--- config.mk ---
export PLATFORM = sky130hd
export DESIGN_NAME = lms_ctrl
export DESIGN_NICKNAME = d
export VERILOG_FILES = /design/src/rtl/lms_pkg.sv /design/src/rtl/lms_ctrl.sv
export VERILOG_INCLUDE_DIRS = /design/src /design/src/rtl
export SDC_FILE = /design/constraint.sdc
export NUM_CORES = 1
export LEC_CHECK = 0
export ABC_CLOCK_PERIOD_IN_PS = 2340
export BUFFER_PORTS_ARGS = -buffer_cell sky130_fd_sc_hd__buf_2
export CORE_AREA = 2 2 84 62
export CTS_BUF_LIST = sky130_fd_sc_hd__clkbuf_16
export DETAILED_ROUTE_END_ITERATION = 12
export DIE_AREA = 0 0 86 64
export PLACE_DENSITY = 0.74
export SETUP_SLACK_MARGIN = 0.2
export SYNTH_ARGS = -nofsm -noshare
export SYNTH_HDL_FRONTEND = slang
export SYNTH_SLANG_ARGS = --single-unit
--- constraint.sdc ---
create_clock -name i_clock -period 2.34 [get_ports i_clock]
set_input_delay 0.585 -clock i_clock [delete_from_list [all_inputs] [get_ports i_clock]]
set_output_delay 0.585 -clock i_clock [all_outputs]
set_load 0.01 [all_outputs]
--- src/rtl/lms_map.svh ---
// Constants for the latched mux select controller: register map, fields,
// pin timing. Assumes a 32-bit APB with byte addresses and a 50 ns clock.
`ifndef LMS_MAP_SVH
`define LMS_MAP_SVH

// ----------------------------------------------------------------------
// Register offsets
// ----------------------------------------------------------------------
`define LMS_ADDR_W        12
`define LMS_SEL_OFS       12'h000
`define LMS_CMD_OFS       12'h004
`define LMS_STAT_OFS      12'h008

// ----------------------------------------------------------------------
// Field positions
// ----------------------------------------------------------------------
`define LMS_SEL_CHAN_LSB  0
`define LMS_SEL_EN_BIT    3
`define LMS_CMD_WRITE_BIT 0
`define LMS_CMD_CLEAR_BIT 1
`define LMS_STAT_BUSY_BIT 0
`define LMS_STAT_EN_BIT   1
`define LMS_STAT_CHAN_LSB 4
`define LMS_STAT_SW_LSB   8

// ----------------------------------------------------------------------
// Reset values and pin timing
// ----------------------------------------------------------------------
`define LMS_SEL_RST       4'h0
`define LMS_CLK_PERIOD_NS 50
`define LMS_T_WR_PULSE_NS 100
`define LMS_T_SETUP_NS    100
`define LMS_T_HOLD_NS     10
`define LMS_T_CLEAR_NS    100

`endif

--- src/rtl/lms_pkg.sv ---
// Types shared by the latched mux select controller.
// Assumes lms_map.svh supplies every number.
package lms_pkg;

  // Sequencer states, one-hot
  typedef enum logic [4:0] {
    LMS_IDLE   = 5'h01,
    LMS_SETUP  = 5'h02,
    LMS_STROBE = 5'h04,
    LMS_HOLD   = 5'h08,
    LMS_CLEAR  = 5'h10
  } lms_state_type;

  // Pins toward the multiplexer
  typedef struct packed {
    logic master_clear_n;
    logic wr_n;
    logic enable;
    logic chan_sel_bit2;
    logic chan_sel_bit1;
    logic chan_sel_bit0;
  } lms_pins_type;

  // Host copy of what the device latches hold
  typedef struct packed {
    logic       enable;
    logic [2:0] chan;
  } lms_latch_type;

endpackage

--- src/rtl/lms_ctrl.sv ---
// Host-side controller for a latchable 8/4-channel analog multiplexer.
// Assumes an APB master on i_clock and the mux pins wired straight to
// o_pins; the mux has no clock of its own.
//
// The implementer's own choices: the address map and the APB register port.
`timescale 1ns/1ns
`include "lms_map.svh"
`default_nettype none

// How it works
// Strobe low: device latches pass inputs through
// Strobe rise: device keeps last inputs
// Clear low empties all device latches
// No load during clear or enable low
// Enable gates address load, latched itself
// Latched code plus enable closes one switch
// Latched enable zero opens every switch
// Clear held at power-up; off until write
// Strobe formed from select and write; data settles
// Cascaded devices: enable off unselected ones
// Enable may be tied high or decoded
// Single-ended: code n closes switch n+1
// Differential: two bits, pair n+1
// Cleared latches mean enable zero, all off
module lms_ctrl
  import lms_pkg::*;
#(
  parameter bit P_DIFF = 1'b0  // 1: four-pair variant, two select bits
) (
  // Clock and reset
  input  wire logic                     i_clock,
  input  wire logic                     i_rst_n,
  // APB slave
  input  wire logic                     i_psel,
  input  wire logic                     i_penable,
  input  wire logic                     i_pwrite,
  input  wire logic [`LMS_ADDR_W-1:0]   i_paddr,
  input  wire logic [31:0]              i_pwdata,
  output logic      [31:0]              o_prdata,
  output logic                          o_pready,
  output logic                          o_pslverr,
  // Multiplexer pins
  output lms_pins_type                  o_pins
);

  // ----------------------------------------------------------------------
  // Timing counts
  // ----------------------------------------------------------------------
  localparam int CLK_NS = `LMS_CLK_PERIOD_NS;

  // Least times round up, never below one cycle
  function automatic int cyc_min(input int ns);
    int c;
    c = (ns + CLK_NS - 1) / CLK_NS;
    if (c < 1) begin
      c = 1;
    end
    return c;
  endfunction

  localparam int WR_NS  = (`LMS_T_WR_PULSE_NS > `LMS_T_SETUP_NS) ?
                          `LMS_T_WR_PULSE_NS : `LMS_T_SETUP_NS;
  localparam int WR_CYC = cyc_min(WR_NS);
  localparam int HD_CYC = cyc_min(`LMS_T_HOLD_NS);
  localparam int RS_CYC = cyc_min(`LMS_T_CLEAR_NS);
  localparam int CNT_W  = 4;

  // ----------------------------------------------------------------------
  // Declarations
  // ----------------------------------------------------------------------
  lms_state_type      state_q;
  logic [CNT_W-1:0]   cnt_q;
  lms_pins_type       pins_q;
  lms_latch_type      sel_q;
  lms_latch_type      shadow_q;
  logic [7:0]         sw_on;
  logic               pready_q;
  logic [31:0]        prdata_q;
  logic               pslverr_q;
  logic               acc_done;
  logic               wr_acc;
  logic               map_hit;
  logic               go_write;
  logic               go_clear;
  logic               busy;
  logic [31:0]        rd_word;
  logic [2:0]         chan_drv;

  // ----------------------------------------------------------------------
  // APB access decode
  // ----------------------------------------------------------------------
  // One wait state: pready rises in the second access cycle
  assign acc_done = i_psel & i_penable & pready_q;
  assign wr_acc   = acc_done & i_pwrite;
  assign map_hit  = (i_paddr == `LMS_SEL_OFS) || (i_paddr == `LMS_CMD_OFS) ||
                    (i_paddr == `LMS_STAT_OFS);
  assign busy     = (state_q != LMS_IDLE);
  // Commands while busy are dropped; poll the busy bit first
  assign go_clear = wr_acc & (i_paddr == `LMS_CMD_OFS) & ~busy &
                    i_pwdata[`LMS_CMD_CLEAR_BIT];
  assign go_write = wr_acc & (i_paddr == `LMS_CMD_OFS) & ~busy &
                    i_pwdata[`LMS_CMD_WRITE_BIT] & ~i_pwdata[`LMS_CMD_CLEAR_BIT];
  // Differential variant never uses the top select bit
  assign chan_drv = P_DIFF ? {1'b0, sel_q.chan[1:0]} : sel_q.chan;

  // Read mux
  always_comb begin
    rd_word = 32'h0000_0000;
    case (i_paddr)
      `LMS_SEL_OFS: begin
        rd_word[`LMS_SEL_CHAN_LSB +: 3] = sel_q.chan;
        rd_word[`LMS_SEL_EN_BIT]        = sel_q.enable;
      end
      `LMS_STAT_OFS: begin
        rd_word[`LMS_STAT_BUSY_BIT]      = busy;
        rd_word[`LMS_STAT_EN_BIT]        = shadow_q.enable;
        rd_word[`LMS_STAT_CHAN_LSB +: 3] = shadow_q.chan;
        rd_word[`LMS_STAT_SW_LSB +: 8]   = sw_on;
      end
      default: begin
        rd_word = 32'h0000_0000;
      end
    endcase
  end

  // Handshake and read data, all registered
  always_ff @(posedge i_clock or negedge i_rst_n) begin
    if (!i_rst_n) begin
      pready_q  <= 1'b0;
      prdata_q  <= 32'h0000_0000;
      pslverr_q <= 1'b0;
    end else begin
      pready_q  <= i_psel & i_penable & ~pready_q;
      if (i_psel & i_penable & ~pready_q) begin
        prdata_q  <= i_pwrite ? 32'h0000_0000 : rd_word;
        pslverr_q <= ~map_hit;
      end else begin
        pslverr_q <= 1'b0;
      end
    end
  end

  // Selection register steers the next write
  always_ff @(posedge i_clock or negedge i_rst_n) begin
    if (!i_rst_n) begin
      sel_q <= `LMS_SEL_RST;
    end else if (wr_acc && (i_paddr == `LMS_SEL_OFS)) begin
      sel_q.chan   <= i_pwdata[`LMS_SEL_CHAN_LSB +: 3];
      sel_q.enable <= i_pwdata[`LMS_SEL_EN_BIT];
    end
  end

  // ----------------------------------------------------------------------
  // Pin sequencer
  // ----------------------------------------------------------------------
  // Reset parks in the clear state so the mux stays off at power-up
  always_ff @(posedge i_clock or negedge i_rst_n) begin
    if (!i_rst_n) begin
      state_q <= LMS_CLEAR;
      cnt_q   <= '0;
      pins_q  <= '{master_clear_n: 1'b0, wr_n: 1'b1, default: 1'b0};
    end else begin
      case (state_q)
        LMS_IDLE: begin
          cnt_q <= '0;
          if (go_clear) begin
            state_q               <= LMS_CLEAR;
            pins_q.master_clear_n <= 1'b0;
          end else if (go_write) begin
            state_q              <= LMS_SETUP;
            pins_q.enable        <= sel_q.enable;
            pins_q.chan_sel_bit2 <= chan_drv[2];
            pins_q.chan_sel_bit1 <= chan_drv[1];
            pins_q.chan_sel_bit0 <= chan_drv[0];
          end
        end
        LMS_SETUP: begin
          // Data settles one cycle before the strobe falls
          state_q     <= LMS_STROBE;
          pins_q.wr_n <= 1'b0;
        end
        LMS_STROBE: begin
          // Low long enough for both pulse width and data setup
          if (cnt_q == CNT_W'(WR_CYC - 1)) begin
            state_q     <= LMS_HOLD;
            cnt_q       <= '0;
            pins_q.wr_n <= 1'b1;
          end else begin
            cnt_q <= cnt_q + 1'b1;
          end
        end
        LMS_HOLD: begin
          // Data kept past the rising strobe edge
          if (cnt_q == CNT_W'(HD_CYC - 1)) begin
            state_q <= LMS_IDLE;
            cnt_q   <= '0;
          end else begin
            cnt_q <= cnt_q + 1'b1;
          end
        end
        LMS_CLEAR: begin
          if (cnt_q == CNT_W'(RS_CYC - 1)) begin
            state_q               <= LMS_IDLE;
            cnt_q                 <= '0;
            pins_q.master_clear_n <= 1'b1;
          end else begin
            cnt_q <= cnt_q + 1'b1;
          end
        end
        default: begin
          state_q <= LMS_IDLE;
          cnt_q   <= '0;
          pins_q  <= '{master_clear_n: 1'b1, wr_n: 1'b1, default: 1'b0};
        end
      endcase
    end
  end

  // ----------------------------------------------------------------------
  // Copy of the device latches
  // ----------------------------------------------------------------------
  // Tracks what the mux holds after each strobe, so software can see it
  always_ff @(posedge i_clock or negedge i_rst_n) begin
    if (!i_rst_n) begin
      shadow_q <= '0;
    end else if (state_q == LMS_CLEAR) begin
      shadow_q <= '0;
    end else if ((state_q == LMS_STROBE) && (cnt_q == CNT_W'(WR_CYC - 1))) begin
      shadow_q.enable <= pins_q.enable;
      if (pins_q.enable) begin
        shadow_q.chan <= {pins_q.chan_sel_bit2, pins_q.chan_sel_bit1,
                          pins_q.chan_sel_bit0};
      end
    end
  end

  // Switch decode of the copy, one bit per switch
  for (genvar gi = 0; gi < 8; gi++) begin : g_sw
    if (P_DIFF && (gi >= 4)) begin : g_none
      assign sw_on[gi] = 1'b0;
    end else begin : g_dec
      assign sw_on[gi] = shadow_q.enable && (shadow_q.chan == 3'(gi));
    end
  end

  // ----------------------------------------------------------------------
  // Outputs
  // ----------------------------------------------------------------------
  assign o_prdata  = prdata_q;
  assign o_pready  = pready_q;
  assign o_pslverr = pslverr_q;
  assign o_pins    = pins_q;

endmodule

`default_nettype wire

==> impl_metrics.env <==
export IMPL_yosys_area_share_simple_pct=21.9
export IMPL_ioPinCount=89
export IMPL_synthFlopType="dfrtp_1"
export IMPL_switching_share_pct=20.1
export IMPL_cts_buffer_depth=2
export IMPL_fin_ws_ps=322
export IMPL_drtIter0Drc=68
export IMPL_slew_violations=0
export IMPL_peakVddDrop_mv=0.392
export IMPL_die_area_sq_mm=0.00550
export IMPL_synth_fa_ha_area_share_pct=2.46
export IMPL_rr_worst_depth=5
export IMPL_seq_power_share_pct=45.8
export IMPL_max_freq_mhz=495
export IMPL_p_leak_nw=1.21
export IMPL_synth_top_family_by_area="simple AND/OR/NAND/NOR gates"
export IMPL_detail_route_antenna_nets=0
export IMPL_port_buffer_count=43
export IMPL_syn_inst=206
export IMPL_slew_headroom_pct=59.7
export IMPL_synth_top_cells_by_count="dfrtp_1, nand2_1, buf_4, o21ai_0"
export IMPL_num_vias=1648
export IMPL_yosysWarnings=0
export IMPL_synth_edf_count=0
export IMPL_gp_congestion=0.906
export IMPL_first_pass_iters=4
export IMPL_avgSynthCellArea_sq_um=9.88
export IMPL_cp_slowest_cell="dfstp_2"
export IMPL_die_width_microns=86
export IMPL_grt_ovfl_total=0
export IMPL_cts_resized_gates=0
export IMPL_globalRouteTotalUtil_pct=16.7
export IMPL_combPwrFrac_pct=4.5
export IMPL_hold_path_class="input pin to async pin"
export IMPL_post_place_ws_ps=150
export IMPL_ctsRootBufferMaster="clkbuf_16"
export IMPL_startpoint="state_q[4]$_DFFE_PN1P_"
export IMPL_worst_endpoint_arrival_ps=2230
export IMPL_p_int_w=0.00121
export IMPL_synthXorXnorAreaFrac_pct=0.860
export IMPL_routed_wl_mm=4.33
export IMPL_n_antenna_cell=0
export IMPL_synth_top_cell_area_share_pct=46.7
export IMPL_critPathMaxStageDelay_ps=620
export IMPL_grt_max_degree=41
export IMPL_core_sq_mm=0.00465
export IMPL_yosysMostFrequentCell="dfrtp_1"
export IMPL_area_growth_pct=19.9
export IMPL_async_flop_share_pct=100
export IMPL_synth_area_leaders="dfrtp_1, buf_4, nand2_1"
export IMPL_dp_cells=303
export IMPL_whs_ps=259
export IMPL_initial_utilization_pct=43.8
export IMPL_drv_cap=0
export IMPL_rows=21
export IMPL_p_clk_share_pct=49.7
export IMPL_grt_pass1_vias=1547
export IMPL_syn_area_sq_mm=0.00204
export IMPL_ys_types=44
export IMPL_yosys_mux_area_fraction_pct=3.69
export IMPL_clkTransAtPathRegs_ps=60
export IMPL_synth_compound_area_share_pct=12.7
export IMPL_nets=306
export IMPL_finClkSkew_ps=3.48
export IMPL_power_density_mw_per_mm2=622
export IMPL_critPathMaxFanout=9
export IMPL_detailed_place_hpwl_mm=3.21
export IMPL_antenna_found_initial=0
export IMPL_grt_first_pass_wirelength_mm=7.13
export IMPL_cts_setup_buffers=0
export IMPL_worst_pin_slew_ps=605
export IMPL_end_kind="register"
export IMPL_fin_setup_tns_ps=0
export IMPL_status="complete, no violations"
export IMPL_clock_sinks=40
export IMPL_cts_buffers=5
export IMPL_clkLatencyLatePin_ps=280
export IMPL_required_ps=2560
export IMPL_vias_per_cell=5.30
export IMPL_final_hold_viol_count=0
export IMPL_final_cells=311
export IMPL_drcViolationCount=0
export IMPL_p_sw_w=0.000305
export IMPL_rsz0062_at_grt="no"
export IMPL_ys_seq_area_share_pct=49.3
export IMPL_final_core_util_pct=52.5
export IMPL_cts_hold_fix_buffers=0
export IMPL_crit_path_start_kind="register"
export IMPL_period_share_pct=86.3
export IMPL_rr_startpoint="state_q[4]$_DFFE_PN1P_"
export IMPL_tritoncts="built"
export IMPL_fin_crit_ps=2020
export IMPL_path_cells="or3b_2 -> o21ai_0 -> mux2i_1 -> o22ai_1 -> a22o_1"
export IMPL_htree_levels=2
export IMPL_wl_per_cell_microns=13.9
export IMPL_synth_largest_area_cell="dfrtp_1"
export IMPL_yosys_register_bits=40
export IMPL_die_y_microns=64
export IMPL_worstSetupPathType="register to register"
export IMPL_layout_drive_gt1_share_pct=26.8
export IMPL_setup_viol=0
-- routing by layer --
| layer | up-vias | share of wire [%] | wire (microns) | GRT usage [%] |
|---|---|---|---|---|
| met2 | 60 | 44 | 1920 | 24.8 |
| met3 | 9 | 5.8 | 253 | 4.39 |
| met4 | 0 | 2.2 | 95 | 6.75 |
| met5 | - | 0 | 0 | 0 |
| met1 | 789 | 48 | 2060 | 23.3 |
| li1 | 790 | - | - | - |
-- worst paths after layout --
kind                       slack (ps)                  endpoint
setup / recovery                  320     o_pins[0]$_DFFE_PN0P_
hold / removal                    260      cnt_q[1]$_DFFE_PN0N_
setup reg to reg                  320     o_pins[0]$_DFFE_PN0P_
hold reg to reg                   470  o_prdata[14]$_DFFE_PN0P_
max in group asynchronous        1810    state_q[4]$_DFFE_PN1P_
min in group i_clock              470  o_prdata[14]$_DFFE_PN0P_
-- cells by family (layout without fill, tap and decap cells) --
kind of cell	count (synthesis)	in the layout
and+or+nand+nor	84	84
DFF	40	40
AOI/OAI and AO/OA	38	38
buffers and inverters	30	62
muxes	7	7
adders and majority gates	4	4
xor gates and xnor gates	2	2
other	1	17
-- area by class of cell --
| cell class | count | area (sq um) |
|---|---|---|
| clock buffer | 5 | 125 |
| clock inverter | 3 | 38.8 |
| fill | 440 | 2210 |
| inverter | 5 | 18.8 |
| multi-input combinational | 152 | 911 |
| sequential | 40 | 1000 |
| tap | 57 | 71.3 |
| timing repair buffer | 49 | 273 |
-- worst max-delay path, delay by kind of cell, from the launching register on --
family           cells  cell delay [ps]
flip-flops           1              620
AO/OA/AOI/OAI        3              740
AND/OR/NAND/NOR      1              470
multiplexers         1              130
-- power groups by stage --
stage	logic (W)	clock network [W]	registers [W]
floorplan	0.0000465	0	0.000708
global placement	0.0000684	0	0.000707
detailed placement	0.0000699	0	0.000707
CTS	0.0000701	0.000768	0.000695
global route	0.0000778	0.000796	0.000695
finish	0.0000688	0.000754	0.000695
-- sequential cells by signal, summed over array words and instances, names as in the netlist --
| name | cells |
|---|---|
| o_prdata | 15 |
| o_pins | 6 |
| state_q | 5 |
| sel_q | 1 |
| chan_drv | 3 |
| o_pslverr | 1 |
| o_pready | 1 |
| cnt_q | 4 |
| shadow_q | 4 |
-- layout by cell type (no fill, tap or decap), types with 2 or more instances in the layout --
master     count
inv_1          6
o22ai_1        2
xnor2_1        2
or4_1          2
a21oi_1        2
nor4_2         2
a21o_1         2
buf_4          5
nand2b_1       3
nor3_1         3
conb_1        17
dfrtp_1       38
nor3b_1        3
o41ai_1        3
clkbuf_16      5
mux2_2         4
a22o_1         6
nand3b_1       2
and3_1         2
nor2_1        11
a32o_1         3
and2_1         2
nand4_1        2
buf_2         43
mux2i_1        3
o21ai_0       16
nand3_1       11
dfstp_2        2
nand2_1       29
nor4_1         4
ha_1           4
-- through the flow --
stage | total power, W | cell area [sq um]
detailed placement | 0.000777 | 2280
finish | 0.00152 | 2440
CTS | 0.00153 | 2440
global route | 0.00157 | 2440
global placement | 0.000775 | 2280
floorplan | 0.000755 | 2100
No activity file was read; power rests on OpenSTA's default activity.
